===== src/verilog/odt_pd_pkg.sv =====
package odt_pd_pkg;
  // register byte offsets
  localparam logic [3:0] OFS_CTRL = 4'h0;
  localparam logic [3:0] OFS_LAT = 4'h4;
  localparam logic [3:0] OFS_TIMING = 4'h8;
  localparam logic [3:0] OFS_STATUS = 4'hC;
  // ctrl fields
  localparam int CTRL_PD_DLL_BIT = 0;
  localparam int CTRL_DLL_RESET_BIT = 1;
  // latency fields
  localparam int LAT_CWL_LSB = 0;
  localparam int LAT_AL_LSB = 4;
  localparam int LAT_FIELD_W = 4;
  // timing fields, in clock cycles
  localparam int TIM_RFC_LSB = 0;
  localparam int TIM_XPDLL_LSB = 8;
  localparam int TIM_FIELD_W = 8;
  // status fields
  localparam int STS_ASYNC_BIT = 0;
  localparam int STS_TERM_BIT = 1;
  localparam int STS_WINDOW_BIT = 2;
  localparam int STS_RESYNC_BIT = 3;
  localparam int STS_LEAD_LSB = 8;
  // reset values
  localparam logic [31:0] CTRL_RESET = 32'h0000_0000;
  localparam logic [31:0] LAT_RESET = 32'h0000_0005;
  localparam logic [31:0] TIMING_RESET = 32'h0000_0A1A;
  localparam logic [7:0] RESYNC_CYCLES = 8'h20;
  // clock and asynchronous termination delays, in picoseconds
  localparam int CLK_PERIOD_PS = 40000;
  localparam int ASYNC_TERM_MIN_PS = 2000;
  localparam int ASYNC_TERM_MAX_PS = 8500;
  // least time rounds up, longest rounds down, never below one cycle
  localparam int ASYNC_MIN_RAW = (ASYNC_TERM_MIN_PS + CLK_PERIOD_PS - 1) / CLK_PERIOD_PS;
  localparam int ASYNC_MAX_RAW = ASYNC_TERM_MAX_PS / CLK_PERIOD_PS;
  localparam int ASYNC_MIN_CYC = (ASYNC_MIN_RAW < 1) ? 1 : ASYNC_MIN_RAW;
  localparam int ASYNC_MAX_CYC = (ASYNC_MAX_RAW < 1) ? 1 : ASYNC_MAX_RAW;
  // synchronous latency and lead time offsets below write latency
  localparam int SYNC_LAT_OFFSET = 2;
  localparam int LEAD_OFFSET = 1;
  // axi response codes
  localparam logic [1:0] RESP_OKAY = 2'h0;
  localparam logic [1:0] RESP_SLVERR = 2'h2;
endpackage


===== src/verilog/odt_powerdown_mode_transition.sv =====
`timescale 1ns/1ps
module odt_powerdown_mode_transition
  import odt_pd_pkg::*;
#(
  parameter int MAX_LAT = 32
)
(
  input wire logic aclk,
  input wire logic aresetn,
  input wire logic termination_control_pin,
  input wire logic cke_pin,
  input wire logic refresh_cmd_pin,
  output logic termination_resistance,
  output logic async_mode,
  output logic window_active,
  input wire logic [3:0] s_axi_awaddr,
  input wire logic s_axi_awvalid,
  output logic s_axi_awready,
  input wire logic [31:0] s_axi_wdata,
  input wire logic [3:0] s_axi_wstrb,
  input wire logic s_axi_wvalid,
  output logic s_axi_wready,
  output logic [1:0] s_axi_bresp,
  output logic s_axi_bvalid,
  input wire logic s_axi_bready,
  input wire logic [3:0] s_axi_araddr,
  input wire logic s_axi_arvalid,
  output logic s_axi_arready,
  output logic [31:0] s_axi_rdata,
  output logic [1:0] s_axi_rresp,
  output logic s_axi_rvalid,
  input wire logic s_axi_rready
);
  localparam int SEL_W = 6;

  initial
  begin
    if (MAX_LAT < 2 || MAX_LAT > (1 << SEL_W))
      $error("odt_powerdown_mode_transition: MAX_LAT out of range");
  end

  logic [31:0] ctrl;
  logic [31:0] lat_reg;
  logic [31:0] timing;
  logic [1:0] odt_meta;
  logic [1:0] cke_meta;
  logic [1:0] ref_meta;
  logic odt_s;
  logic cke_s;
  logic ref_s;
  logic cke_d;
  logic [7:0] refresh_cnt;
  logic [7:0] exit_cnt;
  logic [7:0] resync_cnt;
  logic pd_async;
  logic sync_tap;
  logic [SEL_W-1:0] sync_sel;
  logic [7:0] write_latency;
  logic [7:0] lead_time;
  logic [7:0] sync_lat;
  logic aw_held;
  logic w_held;
  logic [3:0] aw_addr;
  logic [31:0] w_data;
  logic [3:0] w_strb;
  logic pd_dll_select_bit;

  assign pd_dll_select_bit = ctrl[CTRL_PD_DLL_BIT];

  // two flops on every pin before any logic looks at it
  always_ff @(posedge aclk)
  begin
    if (!aresetn)
    begin
      odt_meta <= 2'h0;
      cke_meta <= 2'h3; // idle level of clock enable, no false exit after reset
      ref_meta <= 2'h0;
    end
    else
    begin
      odt_meta <= {odt_meta[0], termination_control_pin};
      cke_meta <= {cke_meta[0], cke_pin};
      ref_meta <= {ref_meta[0], refresh_cmd_pin};
    end
  end

  assign odt_s = odt_meta[1];
  assign cke_s = cke_meta[1];
  assign ref_s = ref_meta[1];

  // latencies from the programmed write latency
  always_comb
  begin
    write_latency = 8'(lat_reg[LAT_CWL_LSB +: LAT_FIELD_W])
                  + 8'(lat_reg[LAT_AL_LSB +: LAT_FIELD_W]);
    sync_lat = (write_latency > 8'(SYNC_LAT_OFFSET)) ?
               write_latency - 8'(SYNC_LAT_OFFSET) : 8'h01;
    lead_time = (write_latency > 8'(LEAD_OFFSET)) ?
                write_latency - 8'(LEAD_OFFSET) : 8'h00;
    // output flop supplies one clock, the tap the rest
    sync_sel = (sync_lat > 8'(MAX_LAT)) ? SEL_W'(MAX_LAT - 1) : SEL_W'(sync_lat - 8'h01);
  end

  // refresh in progress timer, restarted by every refresh command seen while clock enable is high
  always_ff @(posedge aclk)
  begin
    if (!aresetn)
      refresh_cnt <= 8'h00;
    else if (ref_s && cke_s)
      refresh_cnt <= timing[TIM_RFC_LSB +: TIM_FIELD_W];
    else if (refresh_cnt != 8'h00)
      refresh_cnt <= refresh_cnt - 8'h01;
  end

  // exit delay timer after clock enable registered high
  always_ff @(posedge aclk)
  begin
    if (!aresetn)
    begin
      cke_d <= 1'b1;
      exit_cnt <= 8'h00;
    end
    else
    begin
      cke_d <= cke_s;
      if (cke_s && !cke_d && !pd_dll_select_bit)
        exit_cnt <= timing[TIM_XPDLL_LSB +: TIM_FIELD_W];
      else if (!cke_s)
        exit_cnt <= 8'h00;
      else if (exit_cnt != 8'h00)
        exit_cnt <= exit_cnt - 8'h01;
    end
  end

  // dll resync period after a software dll reset
  always_ff @(posedge aclk)
  begin
    if (!aresetn)
      resync_cnt <= RESYNC_CYCLES;
    else if (s_axi_bvalid && s_axi_bready && aw_addr == OFS_CTRL && w_strb[0]
             && w_data[CTRL_DLL_RESET_BIT])
      resync_cnt <= RESYNC_CYCLES;
    else if (resync_cnt != 8'h00)
      resync_cnt <= resync_cnt - 8'h01;
  end

  // mode choice; windows tolerate either, so switch at the firm edges
  always_comb
  begin
    // dll-off power-down, held sync while refresh runs
    pd_async = !pd_dll_select_bit && !(cke_s && cke_d) && refresh_cnt == 8'h00;
    // exit window keeps async until the dll is back
    // async in dll-off power-down or resync
    async_mode = pd_async || exit_cnt != 8'h00 || resync_cnt != 8'h00;
  end

  // window flag: from clock-enable fall to exit end, dll off only
  assign window_active = !pd_dll_select_bit && (!(cke_s && cke_d) || exit_cnt != 8'h00);

  term_delay_line #(
    .DEPTH(MAX_LAT),
    .SEL_W(SEL_W)
  ) u_delay (
    .aclk(aclk),
    .aresetn(aresetn),
    .din(odt_s),
    .sel(sync_sel),
    .dout(sync_tap)
  );

  // termination output; async path drops pending sync events, allowed in windows
  always_ff @(posedge aclk)
  begin
    if (!aresetn)
      termination_resistance <= 1'b0;
    // async: one clock, no additive latency
    else if (async_mode)
      termination_resistance <= odt_s;
    // sync path through the delay line
    else
      termination_resistance <= sync_tap;
  end

  // axi write: address and data taken in either order
  assign s_axi_awready = !aw_held && !s_axi_bvalid;
  assign s_axi_wready = !w_held && !s_axi_bvalid;

  always_ff @(posedge aclk)
  begin
    if (!aresetn)
    begin
      aw_held <= 1'b0;
      w_held <= 1'b0;
      aw_addr <= 4'h0;
      w_data <= 32'h0000_0000;
      w_strb <= 4'h0;
      s_axi_bvalid <= 1'b0;
      s_axi_bresp <= RESP_OKAY;
    end
    else
    begin
      if (s_axi_awvalid && s_axi_awready)
      begin
        aw_held <= 1'b1;
        aw_addr <= s_axi_awaddr;
      end
      if (s_axi_wvalid && s_axi_wready)
      begin
        w_held <= 1'b1;
        w_data <= s_axi_wdata;
        w_strb <= s_axi_wstrb;
      end
      if (aw_held && w_held && !s_axi_bvalid)
      begin
        s_axi_bvalid <= 1'b1;
        s_axi_bresp <= (aw_addr == OFS_CTRL || aw_addr == OFS_LAT || aw_addr == OFS_TIMING)
                       ? RESP_OKAY : RESP_SLVERR;
      end
      else if (s_axi_bvalid && s_axi_bready)
      begin
        s_axi_bvalid <= 1'b0;
        aw_held <= 1'b0;
        w_held <= 1'b0;
      end
    end
  end

  // register writes land with the response handshake
  always_ff @(posedge aclk)
  begin
    if (!aresetn)
    begin
      ctrl <= CTRL_RESET;
      lat_reg <= LAT_RESET;
      timing <= TIMING_RESET;
    end
    else if (s_axi_bvalid && s_axi_bready)
    begin
      for (int b = 0; b < 4; b++)
      begin
        if (w_strb[b] && aw_addr == OFS_CTRL)
          ctrl[b*8 +: 8] <= w_data[b*8 +: 8];
        if (w_strb[b] && aw_addr == OFS_LAT)
          lat_reg[b*8 +: 8] <= w_data[b*8 +: 8];
        if (w_strb[b] && aw_addr == OFS_TIMING)
          timing[b*8 +: 8] <= w_data[b*8 +: 8];
      end
      // reset request bit is self clearing
      ctrl[CTRL_DLL_RESET_BIT] <= 1'b0;
    end
  end

  // axi read: one beat, status shows live state
  assign s_axi_arready = !s_axi_rvalid;

  always_ff @(posedge aclk)
  begin
    if (!aresetn)
    begin
      s_axi_rvalid <= 1'b0;
      s_axi_rdata <= 32'h0000_0000;
      s_axi_rresp <= RESP_OKAY;
    end
    else if (s_axi_arvalid && s_axi_arready)
    begin
      s_axi_rvalid <= 1'b1;
      s_axi_rresp <= RESP_OKAY;
      unique case (s_axi_araddr)
        OFS_CTRL: s_axi_rdata <= ctrl;
        OFS_LAT: s_axi_rdata <= lat_reg;
        OFS_TIMING: s_axi_rdata <= timing;
        OFS_STATUS:
          s_axi_rdata <= {16'h0000, lead_time, 4'h0, resync_cnt != 8'h00,
                          window_active, termination_resistance, async_mode};
        default:
        begin
          s_axi_rdata <= 32'h0000_0000;
          s_axi_rresp <= RESP_SLVERR;
        end
      endcase
    end
    else if (s_axi_rvalid && s_axi_rready)
      s_axi_rvalid <= 1'b0;
  end

  a_async_turn_on: assert property (@(posedge aclk) disable iff (!aresetn)
    (async_mode && $rose(odt_s)) |=> termination_resistance)
    else $error("async turn-on missed one-cycle bound");

  a_async_turn_off: assert property (@(posedge aclk) disable iff (!aresetn)
    (async_mode && $fell(odt_s)) |=> !termination_resistance)
    else $error("async turn-off missed one-cycle bound");

  a_async_no_al: assert property (@(posedge aclk) disable iff (!aresetn)
    (async_mode && $past(async_mode) && lat_reg[LAT_AL_LSB +: LAT_FIELD_W] != 4'h0)
      |-> termination_resistance == $past(odt_s))
    else $error("async path delayed by additive latency");

  // no window with dll kept on
  a_window_dll_on: assert property (@(posedge aclk) disable iff (!aresetn)
    (pd_dll_select_bit && resync_cnt == 8'h00 && exit_cnt == 8'h00)
      |-> !window_active && !async_mode)
    else $error("transition window with dll kept on");

  a_refresh_hold: assert property (@(posedge aclk) disable iff (!aresetn)
    (refresh_cnt != 8'h00 && resync_cnt == 8'h00 && exit_cnt == 8'h00) |-> !async_mode)
    else $error("async mode while refresh in progress");

  a_exit_window: assert property (@(posedge aclk) disable iff (!aresetn)
    ($rose(cke_s) && !pd_dll_select_bit && timing[TIM_XPDLL_LSB +: TIM_FIELD_W] > 8'h02)
      |=> (window_active && async_mode) [*2])
    else $error("exit window closed early");

  a_sync_latency: assert property (@(posedge aclk) disable iff (!aresetn)
    (!async_mode && $stable(sync_sel) && sync_sel == 6'(2)) |=> termination_resistance == $past(odt_s, 3))
    else $error("sync latency of three clocks wrong");

  a_resync_async: assert property (@(posedge aclk) disable iff (!aresetn)
    (resync_cnt != 8'h00) |-> async_mode)
    else $error("dll resync not in async mode");

  a_lead_time: assert property (@(posedge aclk) disable iff (!aresetn)
    write_latency > 8'h01 |-> lead_time + 8'h01 == write_latency)
    else $error("lead time not write latency minus one");
endmodule // odt_powerdown_mode_transition


===== src/verilog/term_delay_line.sv =====
`timescale 1ns/1ps
module term_delay_line
  import odt_pd_pkg::*;
#(
  parameter int DEPTH = 32,
  parameter int SEL_W = 6
)
(
  input wire logic aclk,
  input wire logic aresetn,
  input wire logic din,
  input wire logic [SEL_W-1:0] sel,
  output logic dout
);
  logic [DEPTH-1:0] stage;

  initial
  begin
    if (DEPTH < 2 || (1 << SEL_W) < DEPTH)
      $error("term_delay_line: depth or select width unusable");
  end

  // one flop per clock of latency
  genvar i;
  generate
    for (i = 0; i < DEPTH; i++)
    begin : g_stage
      always_ff @(posedge aclk)
      begin
        if (!aresetn)
          stage[i] <= 1'b0;
        else if (i == 0)
          stage[i] <= din;
        else
          stage[i] <= stage[(i == 0) ? 0 : i - 1];
      end
    end
  endgenerate

  // tap zero is the undelayed input; caller adds the output flop
  always_comb
  begin
    if (sel == '0)
      dout = din;
    else if (int'(sel) > DEPTH)
      dout = stage[DEPTH-1];
    else
      dout = stage[int'(sel) - 1];
  end

  // delay tap depth; tap two is the default write latency setting
  a_tap_depth: assert property (@(posedge aclk) disable iff (!aresetn)
    (sel == 6'(2) && $stable(sel)) |-> dout == $past(din, 2))
    else $error("delay tap does not match selected depth");
endmodule // term_delay_line

===== config.mk =====
export PLATFORM = sky130hd
export DESIGN_NAME = odt_powerdown_mode_transition
export DESIGN_NICKNAME = d
export VERILOG_FILES = /design/src/verilog/odt_pd_pkg.sv /design/src/verilog/odt_powerdown_mode_transition.sv /design/src/verilog/term_delay_line.sv
export SDC_FILE = /design/constraint.sdc
export NUM_CORES = 1
export LEC_CHECK = 0
export CORE_MARGIN = 1
export CORE_UTILIZATION = 54
export DETAILED_ROUTE_END_ITERATION = 8
export DONT_BUFFER_PORTS = 1
export PLACE_DENSITY = 0.78
export SLEW_MARGIN = 25
export SYNTH_ARGS = -nofsm -noshare
export SYNTH_HDL_FRONTEND = slang
export SYNTH_HIERARCHICAL = 1
export SYNTH_SLANG_ARGS = --single-unit

===== constraint.sdc =====
create_clock -name aclk -period 7 [get_ports aclk]
set_input_delay 0.7 -clock aclk [delete_from_list [all_inputs] [get_ports aclk]]
set_output_delay 0.7 -clock aclk [all_outputs]
set_load 0.005 [all_outputs]

# Yosys cells after proc, flatten, opt, wreduce, memory -nomap -nowiden
# Cells that the tools add are included.
op_classes:
  addsub: 8
  magnitude_cmp: 5
  eq_ne: 6
  mux: 27
  bitwise: 1
  reduce_logical: 67
ops:
  columns: ["op", "count"]
  rows:
  - ["$pmux 32 s4", 1]
  - ["$mux 8", 7]
  - ["$lt 32x7->1 const B", 1]
  - ["$logic_and 1x1->1", 31]
  - ["$reduce_and 2->1", 12]
  - ["$reduce_bool 8->1", 3]
  - ["$sub 8x1->8 const B", 3]
  - ["$mux 1", 15]
  - ["$eq 4x4->1 const B", 3]
  - ["$eq 4x3->1 const B", 2]
  - ["$gt 8x6->1 const B", 1]
  - ["$logic_not 4->1", 2]
  - ["$logic_not 8->1", 1]
  - ["$logic_not 1->1", 7]
  - ["$sub 6x1->7 const B", 1]
  - ["$gt 6x6->1 const B", 1]
  - ["$logic_not 6->1", 1]
  - ["$mux 6", 1]
  - ["$reduce_bool 2->1", 3]
  - ["$sub 5x1->6 const B", 1]
  - ["$sub 5x2->6 const B", 1]
  - ["$sub 6x1->6 const B", 1]
  - ["$add 4x4->5", 1]
  - ["$bmux 1 s5", 1]
  - ["other kinds (8)", 13]
totals:
  ff_bits: 239
  inputBits: 54
  out_inout_bits: 44
  wordCells: 176

# Depth between registers and ports, before layout
logic_depth:
  depth_word: 12
  ltp_mapped: 19
  depth_no_buf: 18

# By module
# The synthesis kept the hierarchy.
by_module_without_submodules:
  columns: ["mod", "n_inst", "cells_each", "area_per_inst_um2", "seq_area_each_um2"]
  rows:
  - ["odt_powerdown_mode_transition", 1, 1009, 9400.3, 4103.9]
  - ["term_delay_line", 1, 117, 1322.5, 640.6]

# Worst setup path after synthesis
# OpenSTA, ideal clock, no wires.
synth_timing:
  kind: "register to register"
  from: "reg lat_reg[0]"
  to: "reg termination_resistance"
  t_arrival_ns: 4.293
  required_time_ns: 6.884
  slack_ns: 2.591
  stages_incl_launch_ff: 19
  path_cell_list: "dfxtp_1 > ha_1 > fa_1 > xnor2_2 > ha_1 > nor3b_1 > nand4_1 > and2_1 > a21oi_1 > clkbuf_8 > inv_1 > ha_1 > xor2_2 > mux4_1 > mux2i_1 > a22oi_1 > o211a_1 > mux2i_1 > nor2b_1"
synth_between:
  elab_chain_cells: 12
  elab_cells_between_ends: 16
  classes_between: "add/sub: 4; order compare: 3; mux: 8; reduce/logical: 1"
synth_rtl:
  columns: ["element", "line", "source"]
  rows:
  - ["start, declared", "odt_powerdown_mode_transition.sv:43", "logic [31:0] lat_reg;"]
  - ["start signal, assigned by index", "odt_powerdown_mode_transition.sv:244", "lat_reg[b*8 +: 8] <= w_data[b*8 +: 8];"]
  - ["$add 4x4->5 (*)", "odt_powerdown_mode_transition.sv:95", "+ 8'(lat_reg[LAT_AL_LSB +: LAT_FIELD_W]);"]
  - ["$sub 5x2->6 or $gt 5x2->1 (tied branches)", "odt_powerdown_mode_transition.sv:97, odt_powerdown_mode_transition.sv:96", null]
  - ["$mux 8 (*)", "odt_powerdown_mode_transition.sv:96", "sync_lat = (write_latency > 8'(SYNC_LAT_OFFSET)) ?"]
  - ["$gt 8x6->1 or $sub 6x1->6 (tied branches)", "odt_powerdown_mode_transition.sv:101", "sync_sel = (sync_lat > 8'(MAX_LAT)) ? SEL_W'(MAX_LAT - 1) : SEL_W'(sync_lat - 8'h01);"]
  - ["$mux 6 (*)", "odt_powerdown_mode_transition.sv:101", null]
  - ["named net sync_sel[0]", "odt_powerdown_mode_transition.sv:57", "logic [SEL_W-1:0] sync_sel;"]
  - ["$sub 6x1->7", "term_delay_line.sv:48", "dout = stage[int'(sel) - 1];"]
  - ["$bmux 1 s5", "term_delay_line.sv:48", null]
  - ["$mux 1 (implied by the code) (2 in series)", "term_delay_line.sv:48", null]
  - ["$mux 1", "term_delay_line.sv:45", "else if (int'(sel) > DEPTH)"]
  - ["$mux 1 (*)", "term_delay_line.sv:43", "if (sel == '0)"]
  - ["named net sync_tap", "odt_powerdown_mode_transition.sv:56", "logic sync_tap;"]
  - ["$mux 1 (*)", "odt_powerdown_mode_transition.sv:177", "else if (async_mode)"]
  - ["end signal, assigned", "odt_powerdown_mode_transition.sv:178", "termination_resistance <= odt_s;"]
  - ["end signal, assigned", "odt_powerdown_mode_transition.sv:181", "termination_resistance <= sync_tap;"]
  - ["end, declared", "odt_powerdown_mode_transition.sv:13", "output logic termination_resistance,"]
# Mark *: on every way through the listed nets, which the timed path passes. The rest lies on a longest branch. The select of a mux whose other input is x is not followed.
# A chain may end at the register's enable or synchronous reset.

# Worst setup path in the final report
# Same ends and word-level chain as after synthesis.

==> summary.txt <==
CTS
  – CTS max path bufs: 3
  – CTS tree: yes
  – Post-CTS Resized: 0
  – Sink Count: 237
  – Hold_buf cts: 0
  – TritonCTS Buffers: 25
  – Post-CTS Setup Inserts: 0
  – Clk Latency, worst-skew pair: 520 ps
  – CTS HTree Levels: 1
  – Clock Tree Root: clkbuf_16
  – Clock transition at path regs: 60 ps

Worst setup path
  – Reg2reg setup slack: 1470 ps
  – Cell depth of the worst setup path: 17
  – Critical-path top delay cell: a21oi_1
  – Worst R2R Start: lat_reg[0]
  – Cells on worst reg2reg path: 17
  – Setup CP Type: flip-flop to flip-flop
  – Max FO, Critical Path: 9
  – Critical Path AT: 5930 ps
  – Top Family by Delay on Critical Path: adder cells
  – Required time of the critical path: 7400 ps
  – Setup crit end kind: flip-flop
  – Most used cell, CP: ha_1
  – Cells along the critical path: ha_1 -> fa_1 -> xnor2_2 -> ha_1 -> nor3b_1 -> nand4_1 -> and2_1 -> a21oi_1 -> inv_1 -> ha_1 -> xor2_2 -> mux4_1 -> mux2i_1 -> a22oi_1 -> o211a_1 -> mux2i_1 -> nor2b_1
  – Startpoint types: flip-flop
  – CP peak stage delay: 690 ps
  – Crit Reg-Reg Endpoint: termination_resistance
  – WP buf/inv: 1

Final layout
  – Multi-input gate area: ~0.0056 mm2
  – Commonest cells after routing, fill and taps aside: 237 x dfxtp_1, 140 x nand2_1, 133 x mux2i_1
  – Diode count: 0
  – Ratio of cells with drive above 1 in the final layout: 6.77%
  – Area delta synth->final: 8.12%
  – Register area: around 0.0047 mm2
  – Commonest non-fill, non-tap cell in the layout: dfxtp_1
  – # fillers: 1673
  – Nets: approximately 1200

Floorplan
  – Initial core utilization: between 50 and 60%
  – Die area: 0.0204 mm2
  – Width of the die: 143 um
  – Core Box Area: 0.0195 mm2
  – Die height: between 100 and 150 um
  – Boundary Pins: 98
  – Row cnt: 51

Global routing
  – Global-route wire length before repair: 38400 um
  – Congestion Overflow GR: 0
  – Initial antenna violation count: 0
  – Largest net degree at the start of global routing: 222
  – Number of global-route vias before repair: 7453
  – Total GRT Usage: between 20% and 30%

Hold path
  – Hold path cells: 1
  – Worst Hold Path EP: cke_meta[0]
  – Hold/Removal Path Class: primary input to flip-flop
  – Hold Path Origin: cke_pin

Logic synthesis
  – Yosys reg bits: 237
  – Seq/Total Area, Yosys: 44.2%
  – Syn Area/Cell: 9.52 um2
  – Area leader, netlist: dfxtp_1
  – Synth top area share: 44.2%
  – Area contributors post-synth: dfxtp_1 44%, mux2i_1 12%, nor2b_1 6.7%
  – Synth cell types: 70
  – Cell area after synthesis: 0.0107 mm2
  – Ys Warns: 6
  – Main synth FF type: dfxtp_1
  – Async set-reset flop share out of synthesis: 0%
  – Post-synth EDFFs: 0
  – Syn Inst Count: between 1000 and 1500

Timing
  – Clk_skew: around 16 ps
  – Final Slew Violations: 0
  – Tmin final: 5530 ps
  – Worst hold margin: 280 ps
  – Final setup violation count: 0
  – Worst-margin pin slew: 961 ps
  – Setup TNS: 0 ps
  – Final hold violations: 0
  – RSZ-0062 raised after global routing: false
  – Tcrit/Tclk final: 79.0%
  – Slew headroom: 36.0%
  – Max Clock Freq: 181 MHz

Route
  – Routed len/inst: approximately 17 um
  – WL final: approximately 24000 um
  – Detailed Route Iter0 Violations: 454
  – Drt via density: 5.61
  – Residual DRC count: 0
  – Drt first pass iters: 5
  – Antenna Violating Nets Remaining: 0
  – DR vias: 7698

Status
  – Status: complete, no violations

Placement
  – GP Congestion: ~0.88
  – Port Buffers: 0
  – Detailed placement HPWL: 15700 um

Pwr
  – Pwr Density: 277 mW/mm2
  – VDD IR max: 222 uV
  – Leakage: 4.29 nW

Flow run
  – Number of max-cap violations: 0
==> cell families (layout without fill, tap and decap cells) <==
family	count (synthesis)	after routing	synth area share (%)
DFF	237	237	44.2
xor gates and xnor gates	16	16	1.58
and+or+nand+nor	426	426	21.6
muxes	139	139	13.8
adders and majority gates	15	15	1.82
AOI/OAI and AO/OA	205	205	13.4
buffers and inverters	87	68	3.52
other	1	2	0.0350
==> worst reg2reg max path, delay by kind of cell, from the launching register on <==
family                   cells  cell delay (ps)
adder cells (fa/ha/maj)      4             1430
AO/OA/AOI/OAI                3             1040
buffers and inverters        1              240
AND/OR/NAND/NOR              4              740
multiplexers                 3              930
flip-flops                   1              340
XOR/XNOR                     2              680
==> worst max-delay path by stage <==
stage	from	to	slack (ps)
2_1_floorplan	lat_reg[0]	termination_resistance	2590
3_3_place_gp	lat_reg[0]	termination_resistance	1750
3_5_place_dp	lat_reg[0]	termination_resistance	1530
4_1_cts	lat_reg[0]	termination_resistance	1490
5_1_grt	lat_reg[0]	termination_resistance	970
6_report	lat_reg[0]	termination_resistance	1470
==> area by class of cell <==
cell class,instances,area share [%]
Clock buffer,34,6.12
Multi-Input combinational cell,803,48.4
Tap cell,265,2.86
Timing Repair Buffer,4,0.259
Clock inverter,9,0.723
Sequential cell,237,40.9
Inverter,21,0.680
==> synthesized netlist by cell type (all sizes together), types with 3 or more instances <==
cell / instances
nand3b: 4
a311oi: 3
a221oi: 3
ha: 14
o21a: 4
a21oi: 18
and2: 45
or3: 3
dfxtp: 237
nand2b: 10
a22oi: 29
a21boi: 49
inv: 21
nor3b: 3
clkbuf: 48
a31oi: 3
nand2: 141
o21ai: 42
nor2b: 114
buf: 18
nor4b: 6
nor3: 11
mux4: 6
o211ai: 4
mux2i: 133
xnor2: 10
or2: 6
nor2: 49
or4: 5
xor2: 5
a21o: 6
nand3: 20
o211a: 9
o31ai: 5
a211oi: 15
==> power by group <==
| group | switching (mW) | total (mW) | internal [mW] | leakage, nW |
|---|---|---|---|---|
| combinational | 0.232 | 0.425 | 0.194 | 1.98 |
| sequential | 0.0782 | 1.50 | 1.42 | 1.92 |
| clock | 0.534 | 1.28 | 0.745 | 0.391 |
==> layer usage <==
layer | routed length, um | vias up | global-route usage (%)
li1 | - | 3821 | -
met5 | 0 | - | 0
met4 | 452 | 0 | 7.07
met3 | 1320 | 33 | 4.23
met2 | 10700 | 177 | 38.4
met1 | 11200 | 3667 | 31.7
==> stage by stage <==
step	cell area, um2	setup slack (ps)	util [%]	total power, mW	cells
finish	11600	1470	59.6	3.21	1373
global route	11600	970	59.6	3.35	1373
CTS	11600	1490	59.6	3.22	1373
detailed placement	10800	1530	55.5	1.95	1330
global placement	10800	1750	55.5	1.93	1330
floorplan	10700	2590	-	1.88	1127
No activity file was read; power rests on OpenSTA's default activity.
